===== src/addr_assign_pkg.sv =====
package addr_assign_pkg;

  // ****************************************
  // timing
  // ****************************************
  localparam int CLK_MHZ          = 100;
  localparam int T_UV_MAX_NS      = 5000;
  localparam int T_RCV_NS         = 100000;
  localparam int T_D_CAPTEST_NS   = 4000;
  localparam int T_P_CAPTEST_NS   = 9200;
  localparam int T_A_CAPTEST_NS   = 179200;
  localparam int T_CAPTEST_NS     = 1000;
  localparam int UV_CYC           = T_UV_MAX_NS * CLK_MHZ / 1000;
  localparam int RCV_CYC          = (T_RCV_NS * CLK_MHZ + 999) / 1000;
  localparam int D_CAPTEST_CYC    = T_D_CAPTEST_NS * CLK_MHZ / 1000;
  localparam int P_CAPTEST_CYC    = T_P_CAPTEST_NS * CLK_MHZ / 1000;
  localparam int A_CAPTEST_CYC    = T_A_CAPTEST_NS * CLK_MHZ / 1000;
  localparam int CAPTEST_CYC      = T_CAPTEST_NS * CLK_MHZ / 1000;
  localparam int START_FILT_CYC   = 4;

  // ****************************************
  // commands
  // ****************************************
  localparam logic [3:0] GLOBAL_ADDR = 4'h0;
  localparam logic [3:0] CMD_WR_ADDR = 4'h1;
  localparam logic [3:0] RESET_ADDR  = 4'h0;

  typedef struct packed {
    logic [3:0] addr;
    logic [3:0] cmd;
    logic [7:0] data;
  } command_t;

  typedef struct packed {
    logic single_current;
    logic double_current;
  } resp_drive_t;

endpackage : addr_assign_pkg


===== src/cmd_start_counter.sv =====
// ****************************************
// comparator low-time counter
// ****************************************
module cmd_start_counter
  import addr_assign_pkg::*;
#(
  parameter int WIDTH = 8
) (
  // clock and reset
  input  wire logic             clock,
  input  wire logic             sys_rst,
  // synchronised comparator level
  input  wire logic             comp_level,
  // derived signals
  output logic [WIDTH-1:0]      low_count,
  output logic                  cmd_start
);
  logic             next_start;

  // count cycles the comparator stays low; saturate
  always_ff @(posedge clock) begin
    if (sys_rst || comp_level) begin
      low_count <= '0;
    end else if (low_count != {WIDTH{1'b1}}) begin
      low_count <= low_count + 1'b1;
    end
  end

  // start is a pulse once the low time passes filter, rejecting glitches
  assign next_start = !comp_level && (low_count == WIDTH'(START_FILT_CYC));

  always_ff @(posedge clock) begin
    if (sys_rst) begin
      cmd_start <= 1'b0;
    end else begin
      cmd_start <= next_start;
    end
  end

  // a start pulse needs the comparator low at the two edges before it
  property p_start_after_low;
    @(posedge clock) disable iff (sys_rst)
    cmd_start |-> !$past(comp_level, 1) && !$past(comp_level, 2);
  endproperty
  a_start_after_low : assert property (p_start_after_low)
    else $error("start without low comparator");
endmodule // cmd_start_counter


===== src/addr_assign.sv =====
// ****************************************
// slave address assignment and bus phy control
// ****************************************
module addr_assign
  import addr_assign_pkg::*;
(
  // clock and reset
  input  wire logic        clock,
  input  wire logic        sys_rst,
  // analog pins (asynchronous)
  input  wire logic        comp_out,
  input  wire logic        sense_high,
  input  wire logic        bus_uv,
  input  wire logic        buffer_supply_uv,
  input  wire logic        overvoltage,
  // otp and mode
  input  wire logic [3:0]  otp_location_register,
  input  wire logic        init_finished_flag,
  input  wire logic        psi5_mode,
  input  wire logic        psi5_async,
  // decoded commands from link layer
  input  wire logic        cmd_valid,
  input  wire command_t    cmd,
  input  wire logic        disc_cmd,
  input  wire logic        disc_window_end,
  input  wire logic        switch_on_req,
  // response request from link layer
  input  wire resp_drive_t resp_req,
  // outputs
  output resp_drive_t      resp_drive,
  output logic [3:0]       phys_addr,
  output logic             addr_valid,
  output logic             bus_switch_on,
  output logic             cmd_accept,
  output logic             cap_disconnect,
  output logic             cmd_start,
  output logic             discovery_active
);
  typedef enum logic [1:0] {DISC_IDLE, DISC_WAIT, DISC_DONE} disc_state_t;

  // ****************************************
  // pin synchronisers
  // ****************************************
  logic [4:0] sync1;
  logic [4:0] sync2;
  always_ff @(posedge clock) begin
    if (sys_rst) begin
      sync1 <= 5'h1;
      sync2 <= 5'h1;
    end else begin
      sync1 <= {overvoltage, buffer_supply_uv, bus_uv, sense_high, comp_out};
      sync2 <= sync1;
    end
  end
  wire comp_s  = sync2[0];
  wire sense_s = sync2[1];
  wire fault_s = sync2[2] | sync2[3] | sync2[4];
  wire uv_s    = sync2[2] | sync2[3];

  // ****************************************
  // command start
  // ****************************************
  cmd_start_counter #(.WIDTH(8)) u_start (
    .clock      (clock),
    .sys_rst    (sys_rst),
    .comp_level (comp_s),
    .low_count  (),
    .cmd_start  (cmd_start)
  );

  // ****************************************
  // fault recovery
  // ****************************************
  logic [16:0] rcv_cnt;
  wire         recovering = (rcv_cnt != 17'h0);
  // hold off after the fault clears; restart while fault persists
  always_ff @(posedge clock) begin
    if (sys_rst) begin
      rcv_cnt <= 17'h0;
    end else if (fault_s) begin
      rcv_cnt <= 17'(RCV_CYC);
    end else if (recovering) begin
      rcv_cnt <= rcv_cnt - 17'h1;
    end
  end
  wire halted = fault_s | recovering;

  // ****************************************
  // address assignment
  // ****************************************
  disc_state_t state;
  disc_state_t next_state;
  logic [3:0]  disc_cnt;
  wire         otp_set   = (otp_location_register != 4'h0);
  wire         own_hit   = addr_valid && (cmd.addr == phys_addr);
  wire         glob_wr   = !addr_valid && (cmd.addr == GLOBAL_ADDR) && (cmd.cmd == CMD_WR_ADDR)
                           && (cmd.data[3:0] != 4'h0);
  wire         sense_win = (state == DISC_WAIT) && disc_window_end;

  assign cmd_accept       = cmd_valid && !halted && (own_hit || glob_wr);
  assign discovery_active = (state == DISC_WAIT);

  // discovery runs only without an otp address or init flag
  always_comb begin
    next_state = state;
    unique case (state)
      DISC_IDLE: if (!otp_set && !init_finished_flag && !addr_valid && disc_cmd)
                   next_state = DISC_WAIT;
      DISC_WAIT: if (disc_window_end) next_state = !sense_s ? DISC_DONE : DISC_IDLE;
      DISC_DONE: next_state = DISC_DONE;
      default:   next_state = DISC_IDLE; // unused code falls back to watching
    endcase
  end

  always_ff @(posedge clock) begin
    if (sys_rst) begin
      state      <= DISC_IDLE;
      disc_cnt   <= 4'h0;
      phys_addr  <= RESET_ADDR;
      addr_valid <= 1'b0;
    end else begin
      state <= next_state;
      if (disc_cmd && state == DISC_IDLE && !addr_valid && !otp_set) begin
        disc_cnt <= disc_cnt + 4'h1;
      end
      if (otp_set && !addr_valid) begin
        phys_addr  <= otp_location_register;
        addr_valid <= 1'b1;
      end else if (sense_win && !sense_s && !addr_valid) begin
        phys_addr  <= disc_cnt;
        addr_valid <= 1'b1;
      end else if (cmd_valid && !halted && glob_wr) begin
        phys_addr  <= cmd.data[3:0];
        addr_valid <= 1'b1;
      end
    end
  end

  // ****************************************
  // bus switch; closed only by master traffic
  // ****************************************
  always_ff @(posedge clock) begin
    if (sys_rst) begin
      bus_switch_on <= 1'b0;
    end else if (switch_on_req && addr_valid && !halted) begin
      bus_switch_on <= 1'b1;
    end
  end

  // ****************************************
  // response drive; no power-class current modes exist
  // ****************************************
  resp_drive_t next_drive;
  assign next_drive = (halted || uv_s) ? '0 : resp_req;
  always_ff @(posedge clock) begin
    if (sys_rst) begin
      resp_drive <= '0;
    end else begin
      resp_drive <= next_drive;
    end
  end

  // ****************************************
  // buffer capacitor test
  // ****************************************
  logic [14:0] cap_cnt;
  logic        cap_arm;
  wire  [14:0] cap_delay = !psi5_mode ? 15'(D_CAPTEST_CYC)
                         : psi5_async ? 15'(A_CAPTEST_CYC) : 15'(P_CAPTEST_CYC);
  always_ff @(posedge clock) begin
    if (sys_rst) begin
      cap_cnt        <= 15'h0;
      cap_arm        <= 1'b0;
      cap_disconnect <= 1'b0;
    end else if (cmd_start && !cap_arm) begin
      cap_cnt <= 15'h0;
      cap_arm <= 1'b1;
    end else if (cap_arm) begin
      cap_cnt <= cap_cnt + 15'h1;
      if (cap_cnt == cap_delay - 15'h1) begin
        cap_disconnect <= 1'b1;
      end
      if (cap_cnt == cap_delay + 15'(CAPTEST_CYC) - 15'h1) begin
        cap_disconnect <= 1'b0;
        cap_arm        <= 1'b0;
      end
    end
  end

  // ****************************************
  // checks
  // ****************************************
  property p_uv_off;
    @(posedge clock) disable iff (sys_rst)
    (bus_uv || buffer_supply_uv) |-> ##[1:4] (resp_drive == '0);
  endproperty
  a_uv_off : assert property (p_uv_off)
    else $error("response not cut on undervoltage");
  property p_switch_reset;
    @(posedge clock) disable iff (sys_rst)
    $rose(bus_switch_on) |-> $past(switch_on_req) && $past(addr_valid);
  endproperty
  a_switch_reset : assert property (p_switch_reset)
    else $error("switch closed without command");
  property p_accept_addr;
    @(posedge clock) disable iff (sys_rst)
    cmd_accept |-> (cmd.addr == phys_addr) || (cmd.addr == GLOBAL_ADDR);
  endproperty
  a_accept_addr : assert property (p_accept_addr)
    else $error("accepted foreign address");
  property p_otp_wins;
    @(posedge clock) disable iff (sys_rst)
    otp_set |=> ##1 (phys_addr == $past(otp_location_register, 2));
  endproperty
  a_otp_wins : assert property (p_otp_wins)
    else $error("otp address not taken");
  property p_no_disc_otp;
    @(posedge clock) disable iff (sys_rst)
    otp_set |-> ##1 !discovery_active || $past(discovery_active);
  endproperty
  a_no_disc_otp : assert property (p_no_disc_otp)
    else $error("discovery entered with otp address");
  property p_drive_follows;
    @(posedge clock) disable iff (sys_rst)
    (!halted && !uv_s) |=> (resp_drive == $past(resp_req));
  endproperty
  a_drive_follows : assert property (p_drive_follows)
    else $error("response drive mismatch");
  property p_rcv_hold;
    @(posedge clock) disable iff (sys_rst)
    $fell(fault_s) |-> (resp_drive == '0) [*8];
  endproperty
  a_rcv_hold : assert property (p_rcv_hold)
    else $error("resumed before recovery");
  // 392 is the dsi offset of 400 less the eight-cycle mode window
  property p_cap_start;
    @(posedge clock) disable iff (sys_rst)
    (cmd_start && !cap_arm && !psi5_mode) ##1 !psi5_mode [*8]
      |-> ##[392:392] !cap_disconnect ##1 cap_disconnect;
  endproperty
  a_cap_start : assert property (p_cap_start)
    else $error("cap test not started on time");
  property p_latch;
    @(posedge clock) disable iff (sys_rst)
    (sense_win && !sense_s && !addr_valid && !otp_set) |=> (phys_addr == $past(disc_cnt));
  endproperty
  a_latch : assert property (p_latch)
    else $error("discovery address not latched");
endmodule // addr_assign


===== config.mk =====
export PLATFORM = sky130hd
export DESIGN_NAME = addr_assign
export DESIGN_NICKNAME = d
export VERILOG_FILES = /design/src/addr_assign_pkg.sv /design/src/cmd_start_counter.sv /design/src/addr_assign.sv
export SDC_FILE = /design/constraint.sdc
export NUM_CORES = 1
export LEC_CHECK = 0
export BUFFER_PORTS_ARGS = -buffer_cell sky130_fd_sc_hd__buf_2
export CORE_ASPECT_RATIO = 2
export CORE_MARGIN = 2
export CORE_UTILIZATION = 40
export DETAILED_ROUTE_END_ITERATION = 10
export PLACE_DENSITY = 0.58
export SLEW_MARGIN = 10
export SYNTH_ARGS = -nofsm -noshare
export SYNTH_HDL_FRONTEND = slang
export SYNTH_SLANG_ARGS = --single-unit

===== constraint.sdc =====
create_clock -name clock -period 6.15 [get_ports clock]
set_input_delay 0.615 -clock clock [delete_from_list [all_inputs] [get_ports clock]]
set_output_delay 0.615 -clock clock [all_outputs]
set_load 0.03 [all_outputs]

==> results of run 1 <==
==> synth_stat cells, types with 3 or more instances <==
library cell / number / share of area (%)
nor2_1: 43 / 5.2
clkbuf_1: 12 / 1.5
a21oi_1: 21 / 3.4
dfxtp_1: 67 / 43
nor4_1: 12 / 2.4
or4_1: 7 / 1.7
nand2b_1: 8 / 1.6
o21a_1: 4 / 0.97
nor3_1: 15 / 2.4
xnor2_1: 9 / 2.6
o21ai_0: 9 / 1.5
a211oi_1: 7 / 1.7
nor2b_1: 11 / 2.2
nand2_1: 16 / 1.9
and3_1: 5 / 1.0
or2_2: 4 / 0.81
and4_1: 4 / 1.1
a21o_1: 3 / 0.73
inv_1: 8 / 0.97
nor4b_1: 3 / 0.85
mux2i_1: 5 / 1.6
ha_1: 5 / 2.0
a31oi_1: 7 / 1.4
nand4_1: 5 / 1.0
nand3_1: 10 / 1.6
or3_1: 9 / 1.8
xor2_1: 21 / 6.0
==> kinds of logic after synthesis <==
group,share of synthesized area [%]
AO/OA/AOI/OAI,13.3
XOR/XNOR,8.52
multiplexers,1.62
adder cells (fa/ha/maj),2.03
flip-flops,43.5
AND/OR/NAND/NOR,28.1
buffers and inverters,2.96
==> worst register-to-register path: cells and delay by family, from the launching register on <==
| kind | cells | cell delay, ps |
|---|---|---|
| mux | 1 | 240 |
| compound gates | 1 | 430 |
| simple gates | 3 | 1370 |
| flops | 1 | 360 |
==> sequential cells by signal, summed over array words and instances (netlist names), 2 cells and up <==
| register | count |
|---|---|
| sync2 | 5 |
| cap_cnt | 15 |
| disc_cnt | 4 |
| phys_addr | 4 |
| state | 2 |
| rcv_cnt | 17 |
| sync1 | 5 |
| resp_drive | 2 |
| u_start.low_count | 8 |
==> cell type report <==
class	instances	area, µm²
tap	94	118
clock buffer	10	229
sequential	67	1340
timing repair buffer	44	223
fill	751	3860
multi-input combinational	263	1650
inverter	8	30.0
clock inverter	6	90.1
==> routing by layer <==
metal  global-route usage (%)  vias to the layer above  part of all wire, %
li1                         -                     1348                    -
met1                     18.2                     1232                   39
met2                     32.9                       45                   55
met3                     5.00                       15                  3.6
met4                     8.76                        0                  2.5
met5                        0                        -                    0
==> power by group through the flow <==
| stage | registers [W] | clock network [W] | logic, W |
|---|---|---|---|
| after floorplan | 0.000516 | 0 | 0.000215 |
| after global placement | 0.000519 | 0 | 0.000265 |
| after detailed placement | 0.000520 | 0 | 0.000269 |
| after CTS | 0.000511 | 0.000557 | 0.000272 |
| after global routing | 0.000518 | 0.000576 | 0.000306 |
| final | 0.000511 | 0.000544 | 0.000270 |
==> final timing paths <==
path              startpoint           end  slack (ps)  cells past startpoint
hold reg to reg     sync1[0]      sync2[0]         410                      1
setup / recovery  rcv_cnt[5]    cmd_accept        3060                      4
hold / removal      sync1[0]      sync2[0]         410                      1
setup reg to reg  rcv_cnt[5]  phys_addr[1]        3610                      5
==> layout by cell type, fill, tap and decap left out, types with 8 or more instances in the layout <==
cell type,netlist,layout
clkbuf_16,0,9
or3_1,9,9
nand3_1,10,10
nor3_1,15,15
nand2b_1,8,8
dfxtp_1,67,67
nor2_1,43,43
buf_2,1,43
inv_1,8,8
o21ai_0,9,9
a21oi_1,21,21
nand2_1,16,16
xor2_1,21,21
xnor2_1,9,9
nor2b_1,11,11
nor4_1,12,12
==> metrics by stage <==
step           instance area (µm²)  worst slack [ps]  std cells  power, W  utilization (%)
2_1_floorplan                 3090              3110        352  0.000732                -
3_3_place_gp                  3360              3400        476  0.000784             44.6
3_5_place_dp                  3360              3370        476  0.000789             44.6
4_1_cts                       3680              3020        492   0.00134             48.8
5_1_grt                       3680              2920        492   0.00140             48.8
6_report                      3680              3060        492   0.00133             48.8
==> results.md, run 1 <==
- Die X: 66.1 µm
- Die height: 128 µm
- Mean Syn Cell Area: 8.77 µm²
- Pre-antenna DRT Iters: 4
- Clk pwr share: 41.0%
- CP top delay family: simple AND/OR/NAND/NOR gates
- Hold_ws: 405 ps
- Initial Util: 40.9%
- Crit-path max FO: 10
- Switching pwr: 0.000382 W
- Hold_buf cts: 0
- Critical path launch point type: flop
- Die area: 8470 µm²
- Detailed-route via count: 2640
- Average wire per cell in the routed design: 14.0 µm
- 1st-iter DRT viols: 164
- Root Buffer: clkbuf_16
- PD cells: 360 nW/µm²
- CTS H-Tree Depth: 3
- CP bufs+invs: 1
- Slew margin rel.: 32.7%
- CTS clk-pin slew, worst paths: 50 ps
- Syn Nets: 393
- Crit share post-route: 50.3%
- RePlAce Congestion: 0.838
- Clock sinks: 67
- Post-synth top flop: dfxtp_1
- Row count: 45
- Maximum VDD drop: 186 µV
- Combinational Power Share: 20.4%
- Max Cap Viol: 0
- Seq/Total Area, Yosys: 43.5%
- Final setup fails: 0
- DRT antenna net count: 0
- Max Buffers Root-to-Sink: 2
- Inserted Diodes: 0
- Post_cts resized: 0
- Final Hold Viols: 0
- Largest net degree at the start of global routing: 34
- Worst path cell trace: or4_1 -> or4_4 -> a211oi_1 -> buf_2
- Switch share: 28.8%
- Core area: 7540 µm²
- Share of cells above drive strength 1: 16.6%
- Top-Level Pins: 48
- CP max stage delay: 690 ps
- Lkg Pwr: 1.45 nW
- CP arrival: 2480 ps
- Final WL: 6.88 mm
- Ys Warns: 0
- Post-synth EDFFs: 0
- Synth cell types: 46
- Async SR Flop Fraction: 0%
- Worst Skew: 6.83 ps
- Vias in the first global route: 2619
- Slew @ Worst Pin: 1000 ps
- First-pass GRT wire length: 11.7 mm
- Crit-path slowest cell: or4_1
- DRC: 0
- Mapped cell area: 3090 µm²
- Port Buffer Count: 43
- Share of power burned in registers: 38.6%
- F_max: 323 MHz
- Status: completed
- Syn-to-layout area delta: 19.4%
- Vias per cell: 5.37
- Setup Fix Bufs, Post-CTS: 0
- Nets: 434
- Kind of end point of the critical path: output pin
- Initial antenna violation count: 0
- CTS tree: done
- Kind of critical path: reg -> out
- Clock latency on the worst-skew pair: 330 ps
- CTS Buf Count: 9
- Unrepaired setup endpoints after global routing: no
- Worst Hold Class: reg -> reg
- Grt ovf: 0
- Setup tns final: 0 ps
- Post-DP HPWL: 5.05 mm
- GRT Util Overall: 18.1%
- Post-layout min period: 3090 ps
- Gate count of the mapped netlist: 352
- Worst path required time: 5530 ps
- Yosys reg bits: 67
- Power Internal: 0.000943 W
- Max Slew Vio Count: 0
No activity file was read; power rests on OpenSTA's default activity.
==> run 2, diff against run 1 <==
- clock period: 6.15 -> 3.1 ns (I/O delays scaled with it)
==> results.md, run 2 (synthesis results as in run 1) <==
- Status: completed (unchanged)
- CP arrival: 2460 ps (was 2480 ps)
- Syn-to-layout area delta: 19.9% (was 19.4%)
- 1st-iter DRT viols: 175 (was 164)
- Final WL: 6.77 mm (was 6.88 mm)
- Kind of critical path: reg -> out (unchanged)
- F_max: 360 MHz
- Final setup fails: 0 (unchanged)
- Max Slew Vio Count: 0 (unchanged)
- Slew margin rel.: 58.7% (was 32.7%)
- GRT Util Overall: 18.1% (about the same)
- Switch share: 28.5% (was 28.8%)
- FF+latch area: 1340 µm² (unchanged)
- Clock sinks: 67 (unchanged)
- Worst path required time: 2790 ps (was 5530 ps)
- CTS Buf Count: 9 (unchanged)
- Max Buffers Root-to-Sink: 2 (unchanged)
- Pre-antenna DRT Iters: 4 (unchanged)
- Post_cts resized: 0 (unchanged)
- Final Hold Viols: 0 (unchanged)
- Core area: 7540 µm² (unchanged)
- Lkg Pwr: 1.46 nW (was 1.45 nW)
- Detailed-route via count: 2650 (was 2640)
- Biggest register: rcv_cnt (unchanged)
- Crit-path max FO: 10 (unchanged)
- Worst Hold Class: in -> reg (was reg -> reg)
- Post-DP HPWL: 4.98 mm (was 5.05 mm)
- Critical path launch point type: flop (unchanged)
- Clock latency on the worst-skew pair: 330 ps (about the same)
- CTS tree: done (unchanged)
- Clk pwr share: 41.0% (about the same)
- Share of cells above drive strength 1: 17.0% (was 16.6%)
- Switching pwr: 0.000751 W (was 0.000382 W)
- CTS H-Tree Depth: 3 (unchanged)
- # fillers: 740 (was 751)
- First-pass GRT wire length: 11.7 mm (about the same)
- Post-layout min period: 2770 ps
- CTS clk-pin slew, worst paths: 50 ps (about the same)
- Vias per cell: 5.36 (was 5.37)
- Nets: 436 (was 434)
- Commonest non-fill, non-tap cell in the layout: dfxtp_1 (unchanged)
- DP Area: 3380 µm² (was 3360 µm²)
- Setup slack, reg-to-reg: 550 ps (was 3610 ps)
- Largest net degree at the start of global routing: 34 (unchanged)
- Die X: 66.1 µm (unchanged)
- Biggest regs: rcv_cnt (17), cap_cnt (15), u_start.low_count (8) (unchanged)
- Slew @ Worst Pin: 604 ps (was 1000 ps)
- Initial antenna violation count: 0 (unchanged)
- Total power: 0.00263 W (was 0.00133 W)
- Port Buffer Count: 43 (unchanged)
- DRC: 0 (unchanged)
- Inserted Diodes: 0 (unchanged)
- Final instance area: 3700 µm² (was 3680 µm²)
- Maximum VDD drop: 312 µV (was 186 µV)
- RePlAce Congestion: 0.836 (was 0.838)
- Power Internal: 0.00188 W (was 0.000943 W)
- Most frequent cells in the layout: dfxtp_1 (67), nor2_1 (43), buf_2 (43) (unchanged)
- Row count: 45 (unchanged)
- Initial Util: 40.9% (unchanged)
- DRT antenna net count: 0 (unchanged)
- Grt ovf: 0 (unchanged)
- Max Cap Viol: 0 (unchanged)
- Die height: 128 µm (unchanged)
- Top-Level Pins: 48 (unchanged)
- Worst Skew: 6.30 ps (was 6.83 ps)
- Root Buffer: clkbuf_16 (unchanged)
- Share of power burned in registers: 38.5% (was 38.6%)
- Setup tns final: 0 ps (unchanged)
- PD cells: 711 nW/µm² (was 360 nW/µm²)
- Hold_buf cts: 0 (unchanged)
- Crit share post-route: 89.5%
- Setup Fix Bufs, Post-CTS: 0 (unchanged)
- Max reg flops: 17 (unchanged)
- Kind of end point of the critical path: output pin (unchanged)
- Unrepaired setup endpoints after global routing: no (unchanged)
- Multi-input gate area: 1650 µm² (unchanged)
- Average wire per cell in the routed design: 13.7 µm (was 14.0 µm)
- Vias in the first global route: 2599 (was 2619)
- Die area: 8470 µm² (unchanged)
- Combinational Power Share: 20.5% (was 20.4%)
[run 2: changes by cell type in the layout (fill, tap and decap cells not counted)]
cell / previous run / this run
buf_4: 1 / 3
[run 2: layout make-up]
| cell class | count | share of cell area [%] |
|---|---|---|
| Timing Repair Buffer | 46 | 6.43 |
| Clock buffer | 10 | 6.19 |
| Inverter | 8 | 0.812 |
| Multi-Input combinational cell | 263 | 44.7 |
| Clock inverter | 6 | 2.44 |
| Tap cell | 94 | 3.18 |
| Sequential cell | 67 | 36.3 |
[run 2: metal layers]
| layer | routed length (µm) | up-vias | global-route usage (%) |
|---|---|---|---|
| li1 | - | 1356 | - |
| met1 | 2690 | 1227 | 19.3 |
| met2 | 3600 | 50 | 31.2 |
| met3 | 234 | 17 | 4.13 |
| met4 | 246 | 0 | 11.2 |
| met5 | 0 | - | 0 |
[run 2: metrics by stage]
| step | std cells | hold WS [ps] | setup slack (ps) | util [%] |
|---|---|---|---|---|
| floorplan | 352 | 389 | 368 | - |
| global placement | 478 | 391 | 599 | 44.8 |
| detailed placement | 478 | 394 | 567 | 44.8 |
| CTS | 494 | 145 | 289 | 49.0 |
| global route | 494 | 166 | 181 | 49.0 |
| finish | 494 | 157 | 325 | 49.0 |
[run 2: worst paths after layout]
kind,from,endpoint,cells past startpoint
max,rcv_cnt[5],cmd_accept,4
min,comp_out,sync1[0],2
max reg2reg,rcv_cnt[5],phys_addr[1],5
min reg2reg,sync1[0],sync2[0],1
[run 2: power groups by stage]
stage	Clock, W	Combinational, W	Sequential, W
floorplan	0	0.000428	0.00102
global placement	0	0.000539	0.00103
detailed placement	0	0.000541	0.00103
CTS	0.00110	0.000545	0.00101
global route	0.00114	0.000609	0.00103
finish	0.00108	0.000540	0.00101
[run 2: critical path, stage by stage, from the launching register on]
cell,delay (ps)
dfxtp_1,360
or4_1,680
or4_4,630
a211oi_1,240
buf_2,230
==> run 3, diff against run 2 <==
- CELL_PAD_IN_SITES_DETAIL_PLACEMENT: default -> 1
- CELL_PAD_IN_SITES_GLOBAL_PLACEMENT: default -> 1
- PLACE_DENSITY: 0.58 -> 0.73
==> results.md, run 3 (synthesis results as in run 1) <==
- RePlAce Congestion: 0.886 (was 0.836)
- Average wire per cell in the routed design: 15.5 µm (was 13.7 µm)
- Final core utilization: 48.9% (was 49.0%)
- GRT Util Overall: 19.8% (was 18.1%)
- CTS Buf Count: 9 (unchanged)
- Setup Fix Bufs, Post-CTS: 0 (unchanged)
- Total power: 0.00264 W (was 0.00263 W)
- DRC: 0 (unchanged)
- Unrepaired setup endpoints after global routing: no (unchanged)
- Worst path required time: 2790 ps (about the same)
- Grt ovf: 0 (unchanged)
- Biggest regs: rcv_cnt (17), cap_cnt (15), u_start.low_count (8) (unchanged)
- PD cells: 716 nW/µm² (was 711 nW/µm²)
- Most frequent cells in the layout: dfxtp_1 (67), nor2_1 (43), buf_2 (43) (unchanged)
- 1st-iter DRT viols: 111 (was 175)
- Multi-input gate area: 1650 µm² (unchanged)
- Status: completed (unchanged)
- FF+latch area: 1340 µm² (unchanged)
- Share of power burned in registers: 38.6% (was 38.5%)
- Syn-to-layout area delta: 19.7% (was 19.9%)
- Switch share: 30.2% (was 28.5%)
- Detailed-route via count: 2758 (was 2650)
- First-pass GRT wire length: 12.9 mm (was 11.7 mm)
- CTS clk-pin slew, worst paths: 50 ps (about the same)
- Worst Hold Class: in -> reg (unchanged)
- Die height: 128 µm (unchanged)
- Root Buffer: clkbuf_16 (unchanged)
- Port Buffer Count: 43 (unchanged)
- Crit share post-route: 91.7% (was 89.5%)
- Lkg Pwr: 1.46 nW (about the same)
- Commonest non-fill, non-tap cell in the layout: dfxtp_1 (unchanged)
- Max Cap Viol: 0 (unchanged)
- # fillers: 932 (was 740)
- Post_cts resized: 0 (unchanged)
- Share of cells above drive strength 1: 17.3% (was 17.0%)
- Max Buffers Root-to-Sink: 2 (unchanged)
- Post-layout min period: 2840 ps (was 2770 ps)
- CTS H-Tree Depth: 3 (unchanged)
- Clock latency on the worst-skew pair: 330 ps (about the same)
- Core area: 7540 µm² (unchanged)
- Nets: 436 (unchanged)
- Switching pwr: 0.000799 W (was 0.000751 W)
- Top-Level Pins: 48 (unchanged)
- Pre-antenna DRT Iters: 4 (unchanged)
- CP arrival: 2530 ps (was 2460 ps)
- Final Hold Viols: 0 (unchanged)
- Biggest register: rcv_cnt (unchanged)
- Largest net degree at the start of global routing: 34 (unchanged)
- Setup tns final: 0 ps (unchanged)
- Die area: 8470 µm² (unchanged)
- Crit-path max FO: 10 (unchanged)
- Initial antenna violation count: 0 (unchanged)
- Slew @ Worst Pin: 666 ps (was 604 ps)
- Max reg flops: 17 (unchanged)
- Clock sinks: 67 (unchanged)
- Clk pwr share: 39.8% (was 41.0%)
- Critical path launch point type: flop (unchanged)
- Row count: 45 (unchanged)
- Power Internal: 0.00184 W (was 0.00188 W)
- Final WL: 7.68 mm (was 6.77 mm)
- Combinational Power Share: 21.6% (was 20.5%)
- Die X: 66.1 µm (unchanged)
- Slew margin rel.: 55.2% (was 58.7%)
- Initial Util: 40.9% (unchanged)
- Inserted Diodes: 0 (unchanged)
- Vias in the first global route: 2846 (was 2599)
- Kind of end point of the critical path: output pin (unchanged)
- Worst Skew: 6.33 ps (was 6.30 ps)
- Post-DP HPWL: 5.68 mm (was 4.98 mm)
- Final setup fails: 0 (unchanged)
- Vias per cell: 5.58 (was 5.36)
- Max Slew Vio Count: 0 (unchanged)
- Hold_buf cts: 0 (unchanged)
- Maximum VDD drop: 362 µV (was 312 µV)
- Kind of critical path: reg -> out (unchanged)
- DRT antenna net count: 0 (unchanged)
- CTS tree: done (unchanged)
- F_max: 352 MHz (was 360 MHz)
## run 3: area by class of cell
type	count	area share [%]
Sequential cell	67	36.3
Multi-Input combinational cell	263	44.8
Clock buffer	11	6.85
Timing Repair Buffer	46	6.44
Inverter	8	0.813
Clock inverter	5	1.63
Tap cell	94	3.19
## run 3: path summary, 6_finish.rpt
check,start,to,slack [ps],cells after the start
setup / recovery,rcv_cnt[5],cmd_accept,260,4
hold / removal,comp_out,sync1[0],170,2
setup reg to reg,rcv_cnt[5],phys_addr[2],530,5
hold reg to reg,sync1[0],sync2[0],410,1
## run 3: critical path: stages, from the launching register on
cell and delay, ps:
dfxtp_1 360, or4_1 710, or4_4 640, a211oi_1 250
buf_2 240
## run 3: per-stage QoR
step | std cells | setup slack, ps | hold slack (ps) | area (µm²)
after floorplan | 352 | 368 | 389 | 3090
after global placement | 478 | 588 | 394 | 3380
after detailed placement | 478 | 554 | 408 | 3380
after CTS | 494 | 255 | 160 | 3690
after global routing | 494 | 147 | 173 | 3690
final | 494 | 258 | 166 | 3690
## run 3: power groups by stage
stage	Clock, W	Sequential, W	Combinational, W
CTS	0.00107	0.00102	0.000572
global route	0.00111	0.00103	0.000639
global placement	0	0.00103	0.000541
floorplan	0	0.00102	0.000428
finish	0.00105	0.00102	0.000570
detailed placement	0	0.00104	0.000560
## run 3: routing by layer
metal | track usage [%] | part of all wire (%) | vias up
li1 | - | - | 1360
met1 | 20.0 | 40 | 1334
met2 | 36.5 | 55 | 48
met3 | 4.30 | 3.0 | 16
met4 | 9.84 | 2.5 | 0
met5 | 0 | 0 | -
